File: config.mk
export PLATFORM = sky130hd
export DESIGN_NAME = timer_core
export DESIGN_NICKNAME = d
export VERILOG_FILES = /design/src/timer_core.v /design/src/timer_prescaler.v
export VERILOG_INCLUDE_DIRS = /design/src
export SDC_FILE = /design/constraint.sdc
export NUM_CORES = 1
export LEC_CHECK = 0
export ABC_AREA = 1
export BUFFER_PORTS_ARGS = -buffer_cell sky130_fd_sc_hd__buf_4
export CAP_MARGIN = 15
export CELL_PAD_IN_SITES_DETAIL_PLACEMENT = 1
export CELL_PAD_IN_SITES_GLOBAL_PLACEMENT = 1
export CORE_MARGIN = 5
export CORE_UTILIZATION = 45
export DETAILED_ROUTE_END_ITERATION = 8
export PLACE_DENSITY = 0.84
export SLEW_MARGIN = 25
export SYNTH_ARGS = -nofsm -noshare
export SYNTH_HDL_FRONTEND = slang
export SYNTH_HIERARCHICAL = 1
export SYNTH_SLANG_ARGS = --single-unit
File: constraint.sdc
create_clock -name clk_sys -period 3.14 [get_ports clk_sys]
set_input_delay 0 -clock clk_sys [delete_from_list [all_inputs] [get_ports clk_sys]]
set_output_delay 0 -clock clk_sys [all_outputs]
set_load 0.05 [all_outputs]
File: src/timer_defines.vh
// constants for the sixteen-bit multimode timer
`ifndef TIMER_DEFINES_VH
`define TIMER_DEFINES_VH

// ============================================================
// register addresses (word index on the register port)
`define TMR_ADDR_W          4
`define TMR_DATA_W          16
`define TMR_ADDR_CTRL       4'h0
`define TMR_ADDR_COUNT      4'h1
`define TMR_ADDR_RELOAD     4'h2
`define TMR_ADDR_PWM        4'h3
`define TMR_ADDR_CAPTURE    4'h4
`define TMR_ADDR_STATUS     4'h5

// ============================================================
// control register fields
`define TMR_CTRL_EN         0
`define TMR_CTRL_MODE_LO    1
`define TMR_CTRL_MODE_HI    3
`define TMR_CTRL_POL        4
`define TMR_CTRL_PRE_LO     5
`define TMR_CTRL_PRE_HI     7
`define TMR_CTRL_OUTEN      8
`define TMR_CTRL_W          9

// ============================================================
// status register fields
`define TMR_STAT_IN         0
`define TMR_STAT_OUT        1
`define TMR_STAT_EN         2

// ============================================================
// operating modes
`define TMR_MODE_ONESHOT    3'h0
`define TMR_MODE_CONT       3'h1
`define TMR_MODE_COUNTER    3'h2
`define TMR_MODE_PWM        3'h3
`define TMR_MODE_CAPTURE    3'h4
`define TMR_MODE_COMPARE    3'h5
`define TMR_MODE_GATED      3'h6

// ============================================================
// reset values and count constants
`define TMR_CTRL_RST        9'h000
`define TMR_COUNT_RST       16'h0001
`define TMR_RELOAD_RST      16'hFFFF
`define TMR_WORD_ZERO       16'h0000
`define TMR_COUNT_RESTART   16'h0001
`define TMR_COUNT_STEP      16'h0001
`define TMR_PRE_W           3
`define TMR_MODE_W          3
`define TMR_PRE_CNT_W       7
`define TMR_PRE_CNT_RST     7'h00
`define TMR_PRE_ONE         7'h01

`endif

File: src/timer_core.v
// sixteen-bit multimode timer with register port and timer pins
//
// The implementer's own choices: the address-and-strobe port and the placing of the registers.
`include "timer_defines.vh"
`timescale 1ns/1ps

// Operation
// - continuous: count to reload, request interrupt, restart at 0001H, keep counting
// - continuous: software start count affects only the first pass
// - continuous: output toggles at every reload when output function enabled
// - one-shot, continuous, compare always count prescaled system clock
// - one-shot lasts (reload-start+1) ticks; continuous period lasts reload ticks
// - continuous first timeout from other start equals one-shot duration
// - compare: match keeps counting, toggles enabled output, at (compare-start) ticks
// - compare: counter wraps FFFFH to 0000H and keeps counting
// - gated: count only while input at active level chosen by polarity
// - gated: interrupt when input leaves active level or on reload
// - gated: reload restarts at 0001H and toggles enabled output
// - gated: polarity 0 counts high, polarity 1 counts low
// - disabled timer drives output to polarity; enabled toggles enabled output at reload, at match in compare, except pwm
// - counter mode: toggle enabled output after reload; polarity picks counted input edge
// - pwm: idle at polarity, match drives inverse, reload drives polarity
// - capture: latch count on rising edge (pol 0) or falling (pol 1)
module timer_core (
    input  wire                        clk_sys,
    input  wire                        rst_n,
    input  wire [`TMR_ADDR_W-1:0]      reg_addr,
    input  wire [`TMR_DATA_W-1:0]      reg_wdata,
    input  wire                        reg_write,
    input  wire                        reg_read,
    output reg  [`TMR_DATA_W-1:0]      reg_rdata,
    input  wire                        timer_in,
    output reg                         timer_out,
    output wire                        timer_out_en,
    output reg                         irq_request
);

    // ============================================================
    // registers and state
    reg  [`TMR_CTRL_W-1:0] ctrl;
    reg  [`TMR_DATA_W-1:0] count;
    reg  [`TMR_DATA_W-1:0] reload;
    reg  [`TMR_DATA_W-1:0] pwm_value;
    reg  [`TMR_DATA_W-1:0] capture;
    reg                    in_meta;
    reg                    in_sync;
    reg                    in_prev;

    reg  [`TMR_DATA_W-1:0] next_count;
    reg                    next_out;
    reg                    next_irq;
    reg                    next_stop;
    reg                    next_capture;
    reg  [`TMR_DATA_W-1:0] next_rdata;

    wire                   enable;
    wire [`TMR_MODE_W-1:0] mode;
    wire                   polarity;
    wire                   tick;
    wire                   in_rise;
    wire                   in_fall;
    wire                   in_active;
    wire                   edge_sel;
    wire                   gate_leave;
    wire                   advance;
    wire                   at_reload;
    wire [`TMR_DATA_W-1:0] count_inc;
    wire                   wr_ctrl;
    wire                   wr_count;

    assign enable       = ctrl[`TMR_CTRL_EN];
    assign mode         = ctrl[`TMR_CTRL_MODE_HI:`TMR_CTRL_MODE_LO];
    assign polarity     = ctrl[`TMR_CTRL_POL];
    assign timer_out_en = ctrl[`TMR_CTRL_OUTEN];
    assign wr_ctrl      = reg_write && (reg_addr == `TMR_ADDR_CTRL);
    assign wr_count     = reg_write && (reg_addr == `TMR_ADDR_COUNT);

    // ============================================================
    // timer input pin: two-flop synchroniser then an edge stage
    // the edge stage resets low like an idle-low pin; a pin idling high shows one
    // false rise after reset, harmless because the timer resets disabled
    always @(posedge clk_sys or negedge rst_n) begin
        if (!rst_n) begin
            in_meta <= 1'b0;
            in_sync <= 1'b0;
            in_prev <= 1'b0;
        end else begin
            in_meta <= timer_in;
            in_sync <= in_meta;
            in_prev <= in_sync;
        end
    end

    assign in_rise    = in_sync && !in_prev;
    assign in_fall    = !in_sync && in_prev;
    assign in_active  = in_sync ^ polarity;
    assign edge_sel   = polarity ? in_fall : in_rise;
    assign gate_leave = polarity ? in_rise : in_fall;

    // ============================================================
    // prescaler, cleared while stopped so a fresh start gets full periods
    // hazard: a divider left running would give a short first period and
    // spoil the one-shot and continuous timeout lengths
    timer_prescaler u_prescaler (
        .clk_sys      (clk_sys),
        .rst_n        (rst_n),
        .run          (enable),
        .prescale_sel (ctrl[`TMR_CTRL_PRE_HI:`TMR_CTRL_PRE_LO]),
        .tick         (tick)
    );

    // ============================================================
    // count advance source by mode
    assign advance = !enable ? 1'b0 :
                     (mode == `TMR_MODE_COUNTER) ? edge_sel :
                     (mode == `TMR_MODE_GATED) ? (tick && in_active) :
                     tick;

    // reload fires on the advance that finds count equal to reload, so a pass
    // from 0001H takes reload ticks and a pass from start s takes reload-s+1
    assign at_reload = (count == reload);
    assign count_inc = count + `TMR_COUNT_STEP;              // wraps to 0000H

    // ============================================================
    // next count, output level, interrupt and stop decisions
    // compare mode never reloads, so the counter runs on through FFFFH;
    // the pwm level is forced both ways and does not wait for outen
    always @* begin
        next_count   = count;
        next_out     = timer_out;
        next_irq     = 1'b0;
        next_stop    = 1'b0;
        next_capture = 1'b0;
        if (!enable) begin
            next_out = polarity;
        end else begin
            case (mode)
                `TMR_MODE_COMPARE: begin
                    if (advance) begin
                        next_count = count_inc;
                        if (count_inc == reload) begin
                            next_irq = 1'b1;
                            if (timer_out_en) begin
                                next_out = !timer_out;
                            end
                        end
                    end
                end
                `TMR_MODE_PWM: begin
                    if (advance) begin
                        if (at_reload) begin
                            next_count = `TMR_COUNT_RESTART;
                            next_out   = polarity;
                            next_irq   = 1'b1;
                        end else begin
                            next_count = count_inc;
                            if (count_inc == pwm_value) begin
                                next_out = !polarity;
                            end
                        end
                    end
                end
                `TMR_MODE_ONESHOT,
                `TMR_MODE_CONT,
                `TMR_MODE_COUNTER,
                `TMR_MODE_CAPTURE,
                `TMR_MODE_GATED: begin
                    if (advance) begin
                        if (at_reload) begin
                            next_count = `TMR_COUNT_RESTART;
                            next_irq   = 1'b1;
                            if (timer_out_en) begin
                                next_out = !timer_out;
                            end
                            if (mode == `TMR_MODE_ONESHOT) begin
                                next_stop = 1'b1;
                            end
                        end else begin
                            next_count = count_inc;
                        end
                    end
                    if ((mode == `TMR_MODE_GATED) && gate_leave) begin
                        next_irq = 1'b1;
                    end
                    if ((mode == `TMR_MODE_CAPTURE) && edge_sel) begin
                        next_capture = 1'b1;
                        next_irq     = 1'b1;
                    end
                end
                default: begin
                    next_count = count;
                end
            endcase
        end
    end

    // ============================================================
    // control register; one-shot clears its own enable at timeout
    // a software write wins over the self-clear when both fall in one cycle
    always @(posedge clk_sys or negedge rst_n) begin
        if (!rst_n) begin
            ctrl <= `TMR_CTRL_RST;
        end else if (wr_ctrl) begin
            ctrl <= reg_wdata[`TMR_CTRL_W-1:0];
        end else if (next_stop) begin
            ctrl[`TMR_CTRL_EN] <= 1'b0;
        end
    end

    // ============================================================
    // count register; a software write replaces the running value
    // so a count written while running takes effect at once
    always @(posedge clk_sys or negedge rst_n) begin
        if (!rst_n) begin
            count <= `TMR_COUNT_RST;
        end else if (wr_count) begin
            count <= reg_wdata;
        end else begin
            count <= next_count;
        end
    end

    // ============================================================
    // reload, pwm and capture registers
    always @(posedge clk_sys or negedge rst_n) begin
        if (!rst_n) begin
            reload    <= `TMR_RELOAD_RST;
            pwm_value <= `TMR_WORD_ZERO;
            capture   <= `TMR_WORD_ZERO;
        end else begin
            if (reg_write && (reg_addr == `TMR_ADDR_RELOAD)) begin
                reload <= reg_wdata;
            end
            if (reg_write && (reg_addr == `TMR_ADDR_PWM)) begin
                pwm_value <= reg_wdata;
            end
            if (next_capture) begin
                capture <= count;
            end
        end
    end

    // ============================================================
    // timer output pin and interrupt request pulse
    // requests are one-cycle pulses; an outside controller must latch them
    always @(posedge clk_sys or negedge rst_n) begin
        if (!rst_n) begin
            timer_out   <= 1'b0;
            irq_request <= 1'b0;
        end else begin
            timer_out   <= next_out;
            irq_request <= next_irq;
        end
    end

    // ============================================================
    // read mux; unmapped addresses read zero
    // the status input bit is the synchronised level, two cycles behind the pin
    always @* begin
        next_rdata = `TMR_WORD_ZERO;
        case (reg_addr)
            `TMR_ADDR_CTRL: begin
                next_rdata[`TMR_CTRL_W-1:0] = ctrl;
            end
            `TMR_ADDR_COUNT: begin
                next_rdata = count;
            end
            `TMR_ADDR_RELOAD: begin
                next_rdata = reload;
            end
            `TMR_ADDR_PWM: begin
                next_rdata = pwm_value;
            end
            `TMR_ADDR_CAPTURE: begin
                next_rdata = capture;
            end
            `TMR_ADDR_STATUS: begin
                next_rdata[`TMR_STAT_IN]  = in_sync;
                next_rdata[`TMR_STAT_OUT] = timer_out;
                next_rdata[`TMR_STAT_EN]  = enable;
            end
            default: begin
                next_rdata = `TMR_WORD_ZERO;
            end
        endcase
    end

    // ============================================================
    // read data stands only in the cycle after the read strobe
    // zero outside the read slot lets several slaves share an or-tree
    always @(posedge clk_sys or negedge rst_n) begin
        if (!rst_n) begin
            reg_rdata <= `TMR_WORD_ZERO;
        end else if (reg_read) begin
            reg_rdata <= next_rdata;
        end else begin
            reg_rdata <= `TMR_WORD_ZERO;
        end
    end

endmodule

File: src/timer_prescaler.v
// prescaler giving one tick per divided system clock period
`include "timer_defines.vh"
`timescale 1ns/1ps

module timer_prescaler (
    input  wire                        clk_sys,
    input  wire                        rst_n,
    input  wire                        run,
    input  wire [`TMR_PRE_W-1:0]       prescale_sel,
    output wire                        tick
);

    reg  [`TMR_PRE_CNT_W-1:0] div_count;
    wire [`TMR_PRE_CNT_W-1:0] div_last;

    // terminal value is two to the power of the select, minus one
    assign div_last = (`TMR_PRE_ONE << prescale_sel) - `TMR_PRE_ONE;
    assign tick     = run && (div_count == div_last);

    // ============================================================
    // divider counter, held clear while the timer is stopped
    always @(posedge clk_sys or negedge rst_n) begin
        if (!rst_n) begin
            div_count <= `TMR_PRE_CNT_RST;
        end else if (!run || tick) begin
            div_count <= `TMR_PRE_CNT_RST;
        end else begin
            div_count <= div_count + `TMR_PRE_ONE;
        end
    end

endmodule
==> results.json <==
{
  "status": "finished, violations left",
  "violations": "hold timing",
  "rsz0062_at_grt": "no",
  "start_kind": "flip-flop",
  "avgSynthCellArea_sq_um": 7.64,
  "hold_viol": 2,
  "n_antenna_cell": 0,
  "core_area_sq_um": 12700,
  "cap_violations": 0,
  "ctsLongestPathBuffers": 2,
  "final.min_clock_period_ps": 2860,
  "async_flop_share_pct": 100,
  "end_kind": "flip-flop",
  "syn_to_final_growth_pct": 17.5,
  "leakage_nw": 3.22,
  "slew_viol_final": 0,
  "cts_htree_levels": 3,
  "synth_edf_count": 0,
  "port-buffer-count": 43,
  "synth_warnings": 6,
  "fp-row-count": 41,
  "synthTopCellsByArea": "dfrtp_1, nand2_1, dfstp_2",
  "p_per_area_nw_per_um2": 744,
  "ys.flop_type": "dfrtp_1",
  "initial_core_util_pct": 46.1,
  "dp_hpwl_microns": 13900,
  "finalInstanceArea_sq_um": 6860,
  "dr.pass1.iters": 5,
  "clkTransAtPathRegs_ps": 70,
  "synth-seq-cells": 101,
  "routabilityCongestion": 0.913,
  "via_per_inst": 5.55,
  "die-area_sq_um": 15300,
  "synth_nets": 792,
  "netlist_area_sq_um": 5840,
  "wl_per_cell_microns": 19.4,
  "synth_common_cells": "nand2_1, inv_1, dfrtp_1",
  "ys_types": 46,
  "postLayoutSetupSlackWorst_ps": 275,
  "drc": 0,
  "synthMostInstantiatedCell": "nand2_1",
  "postLayoutCoreUtil_pct": 54.1,
  "fmax_ghz": 0.349,
  "synth_compound_area_share_pct": 13.8,
  "ys_seq_area_share_pct": 43.7,
  "grt_overflow_total": 0,
  "grt_usage_pct": 26.8,
  "synth_fa_ha_area_share_pct": 0.643,
  "clock_sinks": 101,
  "synth_top_family_by_area": "simple AND/OR/NAND/NOR gates",
  "cp.required_ps": 3360,
  "worst_pin_slew_ps": 827,
  "grt_max_degree": 78,
  "synthSimpleGateAreaFrac_pct": 28.2,
  "drtIter0Drc": 373,
  "grt_pass1_vias": 5808,
  "min_period_over_period_pct": 91.2,
  "route.vias.total": 5539,
  "drive_gt1_share_pct": 16.0,
  "pin_count": 44,
  "min_path_type": "input port to flip-flop",
  "worst-setup-path-type": "flip-flop to flip-flop",
  "fp.dieH_microns": 124,
  "synthCells": 764,
  "nNetsFinal": 849,
  "clk_latency_ps": 360,
  "ctsRootBufferMaster": "clkbuf_16",
  "routed_wl_microns": 19400,
  "crit_fanout": 13,
  "grt_pass1_wl_microns": 30900,
  "skew_ps": 5.14,
  "worstPathArrival_ps": 3080,
  "ir_drop_mv": 0.445,
  "fp.dieW_microns": 124,
  "post-place-ws_ps": -12.0,
  "cts_tree": "done",
  "synth_top_area_cell": "dfrtp_1",
  "synth.area.mux_share_pct": 0.193,
  "final_antenna_net_count": 0,
  "finalSetupViolations": 0,
  "slew_headroom_pct": 44.7,
  "cts_buffers": 9,
  "place_area_sq_um": 6360,
  "grt_antenna_before_repair": 0,
  "hold_ws_ps": -9.66,
  "synth_xor_area_share_pct": 5.77,
  "synth.top_cell.area_share_pct": 36.0
}
## cell usage in the layout, fill, tap and decap left out, types with 9 or more instances in the layout
cell type,synthesis,final
nand2_1,222,221
inv_1,87,87
dfrtp_1,84,82
o21ai_0,64,64
nor2_1,62,61
buf_4,2,53
nand3_1,38,38
xor2_1,20,20
dfstp_2,17,17
xnor2_1,14,14
nand4_1,14,14
o221ai_1,14,14
dlygate4sd3_1,0,13
a21oi_1,13,12
a221oi_1,10,10
nand2_2,8,9
clkbuf_16,0,9
## path summary, 6_finish.rpt
check	start	endpoint	slack (ps)	cells after the start
setup / recovery	ctrl[6]	count[7]	280	20
hold / removal	reg_wdata[7]	ctrl[7]	-10	3
setup reg to reg	ctrl[6]	count[7]	280	20
hold reg to reg	in_meta	in_sync	350	0
max in group asynchronous	rst_n	reload[12]	2130	3
min in group asynchronous	rst_n	ctrl[3]	240	2
## logic make-up after synthesis
kind of cell / after synthesis
and+or+nand+nor: 375
buffers and inverters: 117
AOI/OAI and AO/OA: 131
DFF: 101
muxes: 1
xor gates and xnor gates: 36
adders and majority gates: 3
## where the power goes
| group | switching [mW] | internal (mW) |
|---|---|---|
| Sequential | 0.428 | 1.65 |
| Combinational | 1.18 | 0.683 |
| Clock | 0.511 | 0.661 |
## sequential cells by signal, summed over array words and instances, names as in the netlist
signal                 count
capture                   16
count                     16
pwm_value                 16
reg_rdata                 16
reload                    16
ctrl                       9
u_prescaler/div_count      7
in_meta                    1
in_prev                    1
in_sync                    1
irq_request                1
timer_out                  1
## metal layers
metal	part of all wire (%)	track usage [%]	up-vias
met4	1.9	7.89	0
met2	50	45.8	126
li1	-	-	2600
met1	44	34.0	2789
met5	0	0	-
met3	4.2	5.72	24
## through the flow
step	cells	power [mW]	setup TNS (ps)
2_1_floorplan	764	3.29	0
3_3_place_gp	967	3.75	0
3_5_place_dp	967	3.87	-12.0
4_1_cts	996	5.09	0
5_1_grt	998	5.44	0
6_report	998	5.11	0
## repair_timing
item / CTS / global route
endpoints found under the setup margin: 6 / 16
resized for setup: 1 / 10
setup buffers: 0 / 2
hold buffers: 13 / 0
endpoints found under the hold margin: 91 / 0
## worst max-delay path: stages (launching register included)
cell and delay (ps):
dfrtp_2 460, nor2_2 170, nand2_1 100, ha_1 290
nand2_1 60, inv_1 40, nor2_1 90, nand2_1 60
nor2_1 110, nand3_1 100, nor2_2 110, nand2_2 80
nor2_1 120, nand3_1 100, o21ai_2 90, nand2_2 100
a21oi_4 180, inv_1 60, nand2_1 100, buf_8 170
o221ai_1 130
## layout make-up
type                    instances  area, sq um
fillers                      1593         5810
multi-input cells             546         2870
flip-flops and latches        101         2550
repair buffers                 68          554
inverters                      95          360
clock buffers                  11          253
well taps                     172          215
clock inverters                 5         58.8
Power figures use the tool's default switching activity.
